==> src/design/fsd_consts.vh <==
// Constants for the feedback sensor decoder
`ifndef FSD_CONSTS_VH
`define FSD_CONSTS_VH
`define FSD_CLK_HZ 10000000
`define FSD_US_NS 1000
`define FSD_CLK_NS 100
`define FSD_CYC_PER_US (`FSD_US_NS / `FSD_CLK_NS)
`define FSD_PW_TIMEOUT_MS 120
`define FSD_PW_TIMEOUT_US (`FSD_PW_TIMEOUT_MS * 1000)
`define FSD_VEL_WIN_MS 100
`define FSD_VEL_WIN_US (`FSD_VEL_WIN_MS * 1000)
`define FSD_UNITS_PER_ROT 4096
`define FSD_PHASE_THRESH_PCT 25
`define FSD_ADC_MAX 10'h3FF
`define FSD_ADC_HALF 11'h200
`define FSD_SRC_QUAD 2'h0
`define FSD_SRC_ANALOG 2'h1
`define FSD_SRC_TACH 2'h2
`define FSD_SRC_PULSE 2'h3
`define FSD_ADDR_CTRL 12'h000
`define FSD_ADDR_MOTOR 12'h004
`define FSD_ADDR_SEL_POS 12'h008
`define FSD_ADDR_SEL_VEL 12'h00C
`define FSD_ADDR_QUAD_POS 12'h010
`define FSD_ADDR_QUAD_VEL 12'h014
`define FSD_ADDR_AN_POS 12'h018
`define FSD_ADDR_PW_POS 12'h01C
`define FSD_ADDR_PW_HIGH 12'h020
`define FSD_ADDR_PW_PER 12'h024
`define FSD_ADDR_PW_VEL 12'h028
`define FSD_ADDR_TACH_VEL 12'h02C
`define FSD_ADDR_STATUS 12'h030
`define FSD_ADDR_MASK 12'h034
`define FSD_CTRL_SRC_LSB 0
`define FSD_CTRL_PHASE 2
`define FSD_CTRL_WRAPDIS 3
`define FSD_CTRL_OUTINV 4
`define FSD_ST_PHASE 0
`define FSD_ST_PWLOST 1
`define FSD_ST_PWNEW 2
`define FSD_ST_W 3
`endif

==> src/design/fsd_top.v <==
// Feedback sensor decoder: quadrature, analog, pulse width, tachometer, APB registers
// Operation
// - Phase setting negates selected position and velocity for reporting, limits and loop; tach velocity is not negated.
// - Sticky out-of-phase fault when output above 25% and sensor moves opposite.
// - Raw quadrature position and velocity are never inverted.
// - Tachometer velocity takes the sign of the motor output.
// - Quadrature counts every edge of both channels, four per period.
// - Continuous analog mode tracks wraps, position passes 1023 to 1024.
// - Wrap-disable parameter one keeps analog position in 0..1023, no overflow.
// - Pulse timing in 1 us steps, gaps beyond 120 ms mean no pulse.
// - Period reads zero 120 ms after last valid pulse.
// - Report high time and period as integer microseconds.
// - Pulse position 4096 units per rotation, velocity per 100 ms.
// - Pulse decoder resolves 4096 steps per rotation, analog 1024; quadrature counts raw edges.
// - Absolute and relative positions readable and writable together.
// - Quadrature and pulse values decoded and readable whatever source is selected.
// - Output invert reverses motor drive, LED colour stays unchanged.
// - Reset selects quadrature as the feedback source.
//
// Our own choices: the register addresses and the APB slave port.
`timescale 1ns/1ps
`include "fsd_consts.vh"
module fsd_top #(
  parameter PW_TIMEOUT_CYC = `FSD_PW_TIMEOUT_US * `FSD_CYC_PER_US,
  parameter VEL_WIN_CYC = `FSD_VEL_WIN_US * `FSD_CYC_PER_US
) (
  input wire i_sys_clk,
  input wire i_rst,
  input wire i_psel,
  input wire i_penable,
  input wire i_pwrite,
  input wire [11:0] i_paddr,
  input wire [31:0] i_pwdata,
  output reg [31:0] o_prdata,
  output reg o_pready,
  output reg o_pslverr,
  input wire i_quad_a,
  input wire i_quad_b,
  input wire i_pulse_in,
  input wire i_tach_in,
  input wire [9:0] i_adc_value,
  output reg o_motor_drive_neg,
  output reg [6:0] o_motor_drive_mag,
  output reg o_led_green,
  output reg o_led_red,
  output reg o_irq
);
  function [31:0] neg_if;
    input inv;
    input [31:0] v;
    begin
      neg_if = inv ? (32'h0 - v) : v;
    end
  endfunction

  // Two-flop synchronisers for all pins, extra flop for debouncing
  reg [2:0] qa_s, qb_s, pw_s, tc_s;
  reg [9:0] adc_s1, adc_s2;
  reg qa_d, qb_d;
  reg pw_p;
  reg [3:0] us_cnt;
  reg [23:0] win_cnt;
  wire pw_rise = pw_s[2] & ~pw_p;
  // Microsecond grid restarts at each pulse rise, so timings do not jitter by one
  wire us_tick = (us_cnt == `FSD_CYC_PER_US - 1);
  wire win_tick = (win_cnt == VEL_WIN_CYC - 1);
  always @(posedge i_sys_clk or posedge i_rst)
    if (i_rst)
    begin
      qa_s <= 3'h0;
      qb_s <= 3'h0;
      pw_s <= 3'h0;
      tc_s <= 3'h0;
      adc_s1 <= 10'h000;
      adc_s2 <= 10'h000;
      qa_d <= 1'b0;
      qb_d <= 1'b0;
      us_cnt <= 4'h0;
      win_cnt <= 24'h000000;
    end
    else
    begin
      qa_s <= {qa_s[1:0], i_quad_a};
      qb_s <= {qb_s[1:0], i_quad_b};
      pw_s <= {pw_s[1:0], i_pulse_in};
      tc_s <= {tc_s[1:0], i_tach_in};
      adc_s1 <= i_adc_value;
      adc_s2 <= adc_s1;
      // Debounced levels change only when two synced samples agree
      if (qa_s[2] == qa_s[1]) qa_d <= qa_s[2];
      if (qb_s[2] == qb_s[1]) qb_d <= qb_s[2];
      us_cnt <= (us_tick | pw_rise) ? 4'h0 : us_cnt + 4'h1;
      win_cnt <= win_tick ? 24'h000000 : win_cnt + 24'h000001;
    end

  // Control registers
  reg [4:0] ctrl_reg;
  reg [7:0] motor_reg;
  reg [`FSD_ST_W-1:0] status_reg, mask_reg;
  wire [1:0] src = ctrl_reg[`FSD_CTRL_SRC_LSB+1:`FSD_CTRL_SRC_LSB];
  wire phase_inv = ctrl_reg[`FSD_CTRL_PHASE];
  wire wrap_dis = ctrl_reg[`FSD_CTRL_WRAPDIS];
  wire out_inv = ctrl_reg[`FSD_CTRL_OUTINV];
  wire apb_wr = i_psel & i_penable & i_pwrite & o_pready;
  wire apb_rd = i_psel & i_penable & ~i_pwrite & o_pready;
  wire wr_quad = apb_wr & (i_paddr == `FSD_ADDR_QUAD_POS);
  wire wr_pw = apb_wr & (i_paddr == `FSD_ADDR_PW_POS);

  // Quadrature 4x decode
  reg qa_p, qb_p;
  reg [31:0] quad_pos, quad_last, quad_vel;
  wire qa_e = qa_d ^ qa_p;
  wire qb_e = qb_d ^ qb_p;
  // Both channels flipping at once is an illegal jump and is dropped
  wire q_up = (qa_e & ~qb_e & (qa_d != qb_d)) | (qb_e & ~qa_e & (qa_d == qb_d));
  wire q_dn = (qa_e & ~qb_e & (qa_d == qb_d)) | (qb_e & ~qa_e & (qa_d != qb_d));
  always @(posedge i_sys_clk or posedge i_rst)
    if (i_rst)
    begin
      qa_p <= 1'b0;
      qb_p <= 1'b0;
      quad_pos <= 32'h0;
      quad_last <= 32'h0;
      quad_vel <= 32'h0;
    end
    else
    begin
      qa_p <= qa_d;
      qb_p <= qb_d;
      if (wr_quad) quad_pos <= i_pwdata;
      else if (q_up) quad_pos <= quad_pos + 32'h1;
      else if (q_dn) quad_pos <= quad_pos - 32'h1;
      if (win_tick)
      begin
        quad_vel <= quad_pos - quad_last;
        quad_last <= quad_pos;
      end
    end

  // Analog wrap tracking
  reg [9:0] adc_p;
  reg [31:0] an_pos;
  wire [10:0] adc_diff = {1'b0, adc_s2} - {1'b0, adc_p};
  always @(posedge i_sys_clk or posedge i_rst)
    if (i_rst)
    begin
      adc_p <= 10'h000;
      an_pos <= 32'h0;
    end
    else
    begin
      adc_p <= adc_s2;
      if (wrap_dis)
        an_pos <= {22'h0, adc_s2};
      else if (adc_p > adc_s2 && (adc_p - adc_s2) > `FSD_ADC_HALF)
        an_pos <= an_pos + {{21{adc_diff[10]}}, adc_diff} + {22'h0, `FSD_ADC_MAX} + 32'h1;
      else if (adc_s2 > adc_p && (adc_s2 - adc_p) > `FSD_ADC_HALF)
        an_pos <= an_pos + {{21{adc_diff[10]}}, adc_diff} - {22'h0, `FSD_ADC_MAX} - 32'h1;
      else
        an_pos <= an_pos + {{21{adc_diff[10]}}, adc_diff};
    end

  // Pulse width timing; tachometer edge count shares the window in this process
  reg [16:0] pw_run, pw_hi_run;
  reg [16:0] pw_high_us, pw_period_us;
  reg [31:0] pw_pos, pw_last, pw_vel;
  reg pw_valid, pw_new, pw_lost;
  reg tc_p;
  reg [31:0] tach_cnt, tach_vel;
  wire pw_fall = ~pw_s[2] & pw_p;
  wire pw_over = (pw_run >= `FSD_PW_TIMEOUT_US);
  // Tick of the edge cycle itself completes the last microsecond
  wire [16:0] pw_per_now = pw_run + {16'h0, us_tick};
  wire [16:0] pw_hi_now = pw_hi_run + {16'h0, us_tick};
  wire [16:0] pw_den = (pw_per_now == 17'h0) ? 17'h1 : pw_per_now;
  wire [31:0] pw_prod = pw_high_us * `FSD_UNITS_PER_ROT;
  wire [31:0] pw_quot = pw_prod / {15'h0, pw_den};
  wire [11:0] pw_code = pw_quot[11:0];
  always @(posedge i_sys_clk or posedge i_rst)
    if (i_rst)
    begin
      pw_p <= 1'b0;
      pw_run <= 17'h0;
      pw_hi_run <= 17'h0;
      pw_high_us <= 17'h0;
      pw_period_us <= 17'h0;
      pw_pos <= 32'h0;
      pw_last <= 32'h0;
      pw_vel <= 32'h0;
      pw_valid <= 1'b0;
      pw_new <= 1'b0;
      pw_lost <= 1'b0;
      tc_p <= 1'b0;
      tach_cnt <= 32'h0;
      tach_vel <= 32'h0;
    end
    else
    begin
      pw_p <= pw_s[2];
      tc_p <= tc_s[2];
      pw_new <= 1'b0;
      pw_lost <= 1'b0;
      if (us_tick && !pw_over) pw_run <= pw_run + 17'h1;
      if (us_tick && pw_s[2] && !pw_over) pw_hi_run <= pw_hi_run + 17'h1;
      if (pw_fall && !pw_over) pw_high_us <= pw_hi_now;
      if (pw_rise)
      begin
        pw_run <= 17'h0;
        pw_hi_run <= 17'h0;
        if (!pw_over && pw_valid)
        begin
          pw_period_us <= pw_per_now;
          pw_new <= 1'b1;
          if (!wr_pw) pw_pos <= {20'h0, pw_code};
        end
        pw_valid <= 1'b1;
      end
      else if (pw_over && pw_valid)
      begin
        pw_valid <= 1'b0;
        pw_period_us <= 17'h0;
        pw_lost <= 1'b1;
      end
      if (wr_pw) pw_pos <= i_pwdata;
      if (win_tick)
      begin
        pw_vel <= pw_pos - pw_last;
        pw_last <= pw_pos;
        // Tachometer cannot see direction, so it borrows the motor sign
        tach_cnt <= 32'h0;
        tach_vel <= neg_if(motor_reg[7], tach_cnt);
      end
      else if (tc_s[2] & ~tc_p)
        tach_cnt <= tach_cnt + 32'h1;
    end

  // Selected feedback
  reg [31:0] raw_pos, raw_vel, sel_pos, sel_vel, an_last, an_vel;
  always @*
  begin
    case (src)
      `FSD_SRC_ANALOG: raw_pos = an_pos;
      `FSD_SRC_TACH: raw_pos = 32'h0;
      `FSD_SRC_PULSE: raw_pos = pw_pos;
      default: raw_pos = quad_pos;
    endcase
    case (src)
      `FSD_SRC_ANALOG: raw_vel = an_vel;
      `FSD_SRC_TACH: raw_vel = tach_vel;
      `FSD_SRC_PULSE: raw_vel = pw_vel;
      default: raw_vel = quad_vel;
    endcase
  end
  // Tach already carries the motor sign, so phase inversion skips it
  wire [6:0] mag = motor_reg[7] ? (7'h0 - motor_reg[6:0]) : motor_reg[6:0];
  wire over_thr = (mag > `FSD_PHASE_THRESH_PCT);
  wire moving_wrong = (sel_vel != 32'h0) && (sel_vel[31] != motor_reg[7]);
  wire phase_evt = over_thr & moving_wrong & (src != `FSD_SRC_TACH);
  wire [`FSD_ST_W-1:0] evt = {pw_new, pw_lost, phase_evt};
  always @(posedge i_sys_clk or posedge i_rst)
    if (i_rst)
    begin
      sel_pos <= 32'h0;
      sel_vel <= 32'h0;
      an_last <= 32'h0;
      an_vel <= 32'h0;
    end
    else
    begin
      sel_pos <= neg_if(phase_inv, raw_pos);
      sel_vel <= neg_if(phase_inv & (src != `FSD_SRC_TACH), raw_vel);
      if (win_tick)
      begin
        an_vel <= an_pos - an_last;
        an_last <= an_pos;
      end
    end

  // APB slave, zero wait states
  reg [31:0] rd_mux;
  always @*
  begin
    case (i_paddr)
      `FSD_ADDR_CTRL: rd_mux = {27'h0, ctrl_reg};
      `FSD_ADDR_MOTOR: rd_mux = {24'h0, motor_reg};
      `FSD_ADDR_SEL_POS: rd_mux = sel_pos;
      `FSD_ADDR_SEL_VEL: rd_mux = sel_vel;
      `FSD_ADDR_QUAD_POS: rd_mux = quad_pos;
      `FSD_ADDR_QUAD_VEL: rd_mux = quad_vel;
      `FSD_ADDR_AN_POS: rd_mux = an_pos;
      `FSD_ADDR_PW_POS: rd_mux = pw_pos;
      `FSD_ADDR_PW_HIGH: rd_mux = {15'h0, pw_high_us};
      `FSD_ADDR_PW_PER: rd_mux = {15'h0, pw_period_us};
      `FSD_ADDR_PW_VEL: rd_mux = pw_vel;
      `FSD_ADDR_TACH_VEL: rd_mux = tach_vel;
      `FSD_ADDR_STATUS: rd_mux = {29'h0, status_reg};
      `FSD_ADDR_MASK: rd_mux = {29'h0, mask_reg};
      default: rd_mux = 32'h0;
    endcase
  end
  wire mapped = (i_paddr <= `FSD_ADDR_MASK) && (i_paddr[1:0] == 2'h0);
  wire st_rd = apb_rd & (i_paddr == `FSD_ADDR_STATUS);
  always @(posedge i_sys_clk or posedge i_rst)
    if (i_rst)
    begin
      ctrl_reg <= 5'h00;
      motor_reg <= 8'h00;
      status_reg <= 3'h0;
      mask_reg <= 3'h0;
      o_prdata <= 32'h0;
      o_pready <= 1'b0;
      o_pslverr <= 1'b0;
      o_motor_drive_neg <= 1'b0;
      o_motor_drive_mag <= 7'h00;
      o_led_green <= 1'b0;
      o_led_red <= 1'b0;
      o_irq <= 1'b0;
    end
    else
    begin
      o_pready <= i_psel & ~i_penable;
      o_pslverr <= i_psel & ~i_penable & ~mapped;
      if (i_psel & ~i_penable) o_prdata <= i_pwrite ? 32'h0 : rd_mux;
      if (apb_wr && i_paddr == `FSD_ADDR_CTRL) ctrl_reg <= i_pwdata[4:0];
      if (apb_wr && i_paddr == `FSD_ADDR_MOTOR) motor_reg <= i_pwdata[7:0];
      if (apb_wr && i_paddr == `FSD_ADDR_MASK) mask_reg <= i_pwdata[2:0];
      // Read clears only bits already returned; a new set always wins
      status_reg <= (st_rd ? (status_reg & ~o_prdata[`FSD_ST_W-1:0]) : status_reg) | evt;
      o_motor_drive_neg <= motor_reg[7] ^ out_inv;
      o_motor_drive_mag <= mag;
      o_led_green <= (mag != 7'h00) & ~motor_reg[7];
      o_led_red <= (mag != 7'h00) & motor_reg[7];
      o_irq <= |(status_reg & mask_reg);
    end
endmodule // fsd_top

==> config.mk <==
export PLATFORM = sky130hd
export DESIGN_NAME = fsd_top
export DESIGN_NICKNAME = d
export VERILOG_FILES = /design/src/design/fsd_top.v
export VERILOG_INCLUDE_DIRS = /design/src /design/src/design
export SDC_FILE = /design/constraint.sdc
export NUM_CORES = 2
export LEC_CHECK = 0
export BUFFER_PORTS_ARGS = -buffer_cell sky130_fd_sc_hd__buf_2
export CAP_MARGIN = 20
export CORE_AREA = 2 2 340 342
export CTS_CLUSTER_DIAMETER = 60
export DETAILED_ROUTE_END_ITERATION = 10
export DIE_AREA = 0 0 342 344
export GPL_TIMING_DRIVEN = 0
export HOLD_SLACK_MARGIN = 0.02
export PLACE_DENSITY = 0.71
export SETUP_SLACK_MARGIN = 0.2
export SLEW_MARGIN = 20
export SYNTH_ARGS = -nofsm -noshare
export SYNTH_HDL_FRONTEND = slang
export SYNTH_SLANG_ARGS = --single-unit
==> constraint.sdc <==
create_clock -name i_sys_clk -period 96.6 [get_ports i_sys_clk]
set_clock_uncertainty 0.1 [all_clocks]
set_input_delay 19.32 -clock i_sys_clk [delete_from_list [all_inputs] [get_ports i_sys_clk]]
set_output_delay 19.32 -clock i_sys_clk [all_outputs]
set_load 0.02 [all_outputs]
==> impl_metrics.tcl <==
set metrics [dict create \
    status "complete, no violations" \
    syn_area_per_cell_um2 8.07 \
    io_buffers 107 \
    die_w_um 342 \
    critical-path-max-stage-delay_ps 520 \
    grt_usage_pct 38.0 \
    worst_slew_pin_slew_ps 1300 \
    dieArea_um2 118000 \
    syn_area_um2 62400 \
    die_h_um 344 \
    final_util_pct 61.7 \
    final.setup.tns_ps 0 \
    critPathCaptureType "flop" \
    required_ps 96960 \
    finalSetupViolations 0 \
    antenna_found_initial 8 \
    tritoncts "yes" \
    rows 124 \
    remaining_drc_errors 0 \
    core-area_um2 114000 \
    crit_slowest_cell "or4_1" \
    fmax_ghz 0.0109 \
    nFillCells 10300 \
    finalHoldViolations 0 \
    worstSetupStartpointType "flop" \
    viasPerCell 6.54 \
    start_util_pct 54.8 \
    overflow 0 \
    cp_max_fo 16 \
    wirelength_um 232000 \
    synth_cell_types 134 \
    relSlewSlack_pct 13.2 \
    post-route-period-util_pct 95.0 \
    drtAntennaViolNets 0 \
    clock_path_buffers 3 \
    drt_pass1_iterations 6 \
    ys_seq_area_share_pct 25.1 \
    grt_max_degree 101 \
    hpwlAfterDp_um 180000 \
    avgRoutedWirePerCell_um 24.1 \
    cts_made_buffers 67 \
    cts_sinks 627 \
    cts_max_level 3 \
    drv_slew 0 \
    insertion_delay_ps 630 \
    gp_congestion 1.05 \
    drtIter0Drc 6911 \
    syn-instance-count 7736 \
    top_level_ports 108 \
    min_path_type "reg -> reg" \
    postCtsHoldBufs 0 \
    finalNetCount 8700 \
    critPathArrivalTime_ps 92170 \
    critical_path.most_common_cell "a21o_1" \
    ys_ff_latch 627 \
    layout-drive-gt1-share_pct 11.4 \
    synth_async_sr_flop_share_pct 100 \
    whs_ps 247 \
    cts.reportedPaths.clkPinSlew_ps 60 \
    cts-root-buf "clkbuf_16" \
    synth_edf_count 0 \
    period_minus_slack_ps 91810 \
    first_global_vias 59100 \
    dp.cells 9403 \
    maxCapViolCount 0 \
    grt_pass1_wl_um 348000 \
    syn_to_final_growth_pct 12.6 \
    synth_warnings 0 \
    num_vias 62900 \
    synth_ff_type "dfrtp_1" \
    path_class "reg -> reg" \
    instances_no_fill 9620 \
]
==> critical path, delay by kind of cell, from the launching register on <==
kind,cells,cell delay [ps]
buffers and inverters,51,10060
xor gates and xnor gates,4,1020
muxes,9,2850
DFF,1,420
AOI/OAI and AO/OA,222,42600
and+or+nand+nor,130,24030
adders and majority gates,34,10320
==> timing repair <==
action	4_1_cts	5_1_grt
gates cloned	0	1
pin swaps	16	62
gates resized for setup	185	250
setup buffers	19	77
endpoints found under the setup margin	4	3
==> layer usage <==
layer | vias up | global-route usage [%] | routed length [µm]
met1 | 30200 | 49.6 | 93200
met5 | - | 0 | 14
met2 | 3095 | 58.6 | 99600
li1 | 28900 | - | -
met4 | 4 | 25.4 | 18100
met3 | 774 | 5.85 | 20900
==> metrics by stage <==
stage / instance area (µm²) / worst slack (ps)
finish: 70300 / 4790
global route: 70300 / -364
CTS: 68900 / 201
detailed placement: 65800 / -15960
global placement: 64800 / -18310
floorplan: 62400 / 7830
==> cell type report <==
| class | instances | area [µm²] | share of cell area (%) |
|---|---|---|---|
| Tap cell | 1512 | 1890 | 2.69 |
| Clock buffer | 87 | 1950 | 2.77 |
| Inverter | 363 | 1380 | 1.96 |
| Multi-Input combinational cell | 6412 | 45300 | 64.5 |
| Sequential cell | 627 | 15700 | 22.3 |
| Buffer | 335 | 1610 | 2.29 |
| Antenna cell | 4 | 10.0 | 0.0142 |
| Clock inverter | 29 | 338 | 0.481 |
| Timing Repair Buffer | 251 | 2050 | 2.92 |
==> cells in the mapped netlist, drive strengths merged (113+ instances only) <==
cell / n / area share, %
clkbuf: 272 / 1.6
nand3: 173 / 1.4
xor2: 248 / 3.5
a21o: 327 / 3.9
a21oi: 569 / 4.6
xnor2: 387 / 5.4
o21ai: 610 / 4.9
nor2: 679 / 4.1
dfrtp: 627 / 25
nand4: 151 / 1.6
ha: 573 / 11
nor3: 165 / 1.4
inv: 362 / 2.2
mux2: 137 / 2.5
a22oi: 139 / 1.7
nand2b: 113 / 1.1
nand2: 744 / 4.5
==> placed cells by master, fill, tap and decap left out, types with 74 or more instances in the layout <==
| cell | netlist | layout |
|---|---|---|
| buf_4 | 4 | 111 |
| nor2_1 | 676 | 661 |
| inv_1 | 362 | 358 |
| dfrtp_1 | 627 | 627 |
| mux2_2 | 124 | 124 |
| xnor2_1 | 387 | 378 |
| a21oi_1 | 569 | 538 |
| o21ai_0 | 595 | 569 |
| nor3_1 | 156 | 138 |
| or3_1 | 79 | 79 |
| nand4_1 | 147 | 147 |
| ha_1 | 573 | 569 |
| nand2_1 | 742 | 741 |
| a22oi_1 | 136 | 136 |
| clkbuf_1 | 270 | 218 |
| a21o_1 | 326 | 325 |
| nor2b_1 | 77 | 74 |
| buf_2 | 25 | 138 |
| nand2b_1 | 112 | 110 |
| o31ai_1 | 90 | 80 |
| o21a_1 | 97 | 96 |
| o21bai_1 | 89 | 85 |
| xor2_1 | 248 | 247 |
| nand3_1 | 170 | 168 |
==> kinds of logic after synthesis <==
family | share of synthesized area, %
muxes | 4.29
DFF | 25.1
xor gates and xnor gates | 8.91
buffers and inverters | 4.32
adders and majority gates | 11.7
and+or+nand+nor | 19.8
other | 0.00601
AOI/OAI and AO/OA | 25.7
==> final timing paths <==
path	slack, ps	cells after the start	endpoint	start
worst max-delay path	4790	450	pw_pos[0]	us_cnt[0]
worst min-delay path	250	0	adc_s2[2]	adc_s1[2]
worst max register to register	4790	450	pw_pos[0]	us_cnt[0]
worst min register to register	250	0	adc_s2[2]	adc_s1[2]
max in group asynchronous	75930	5	an_vel[27]	i_rst
min in group asynchronous	18740	2	tc_s[0]	i_rst
Power is left out: the tool's default activity adds up to more than one toggle a clock period on the data nets, which glitch-free logic cannot reach.
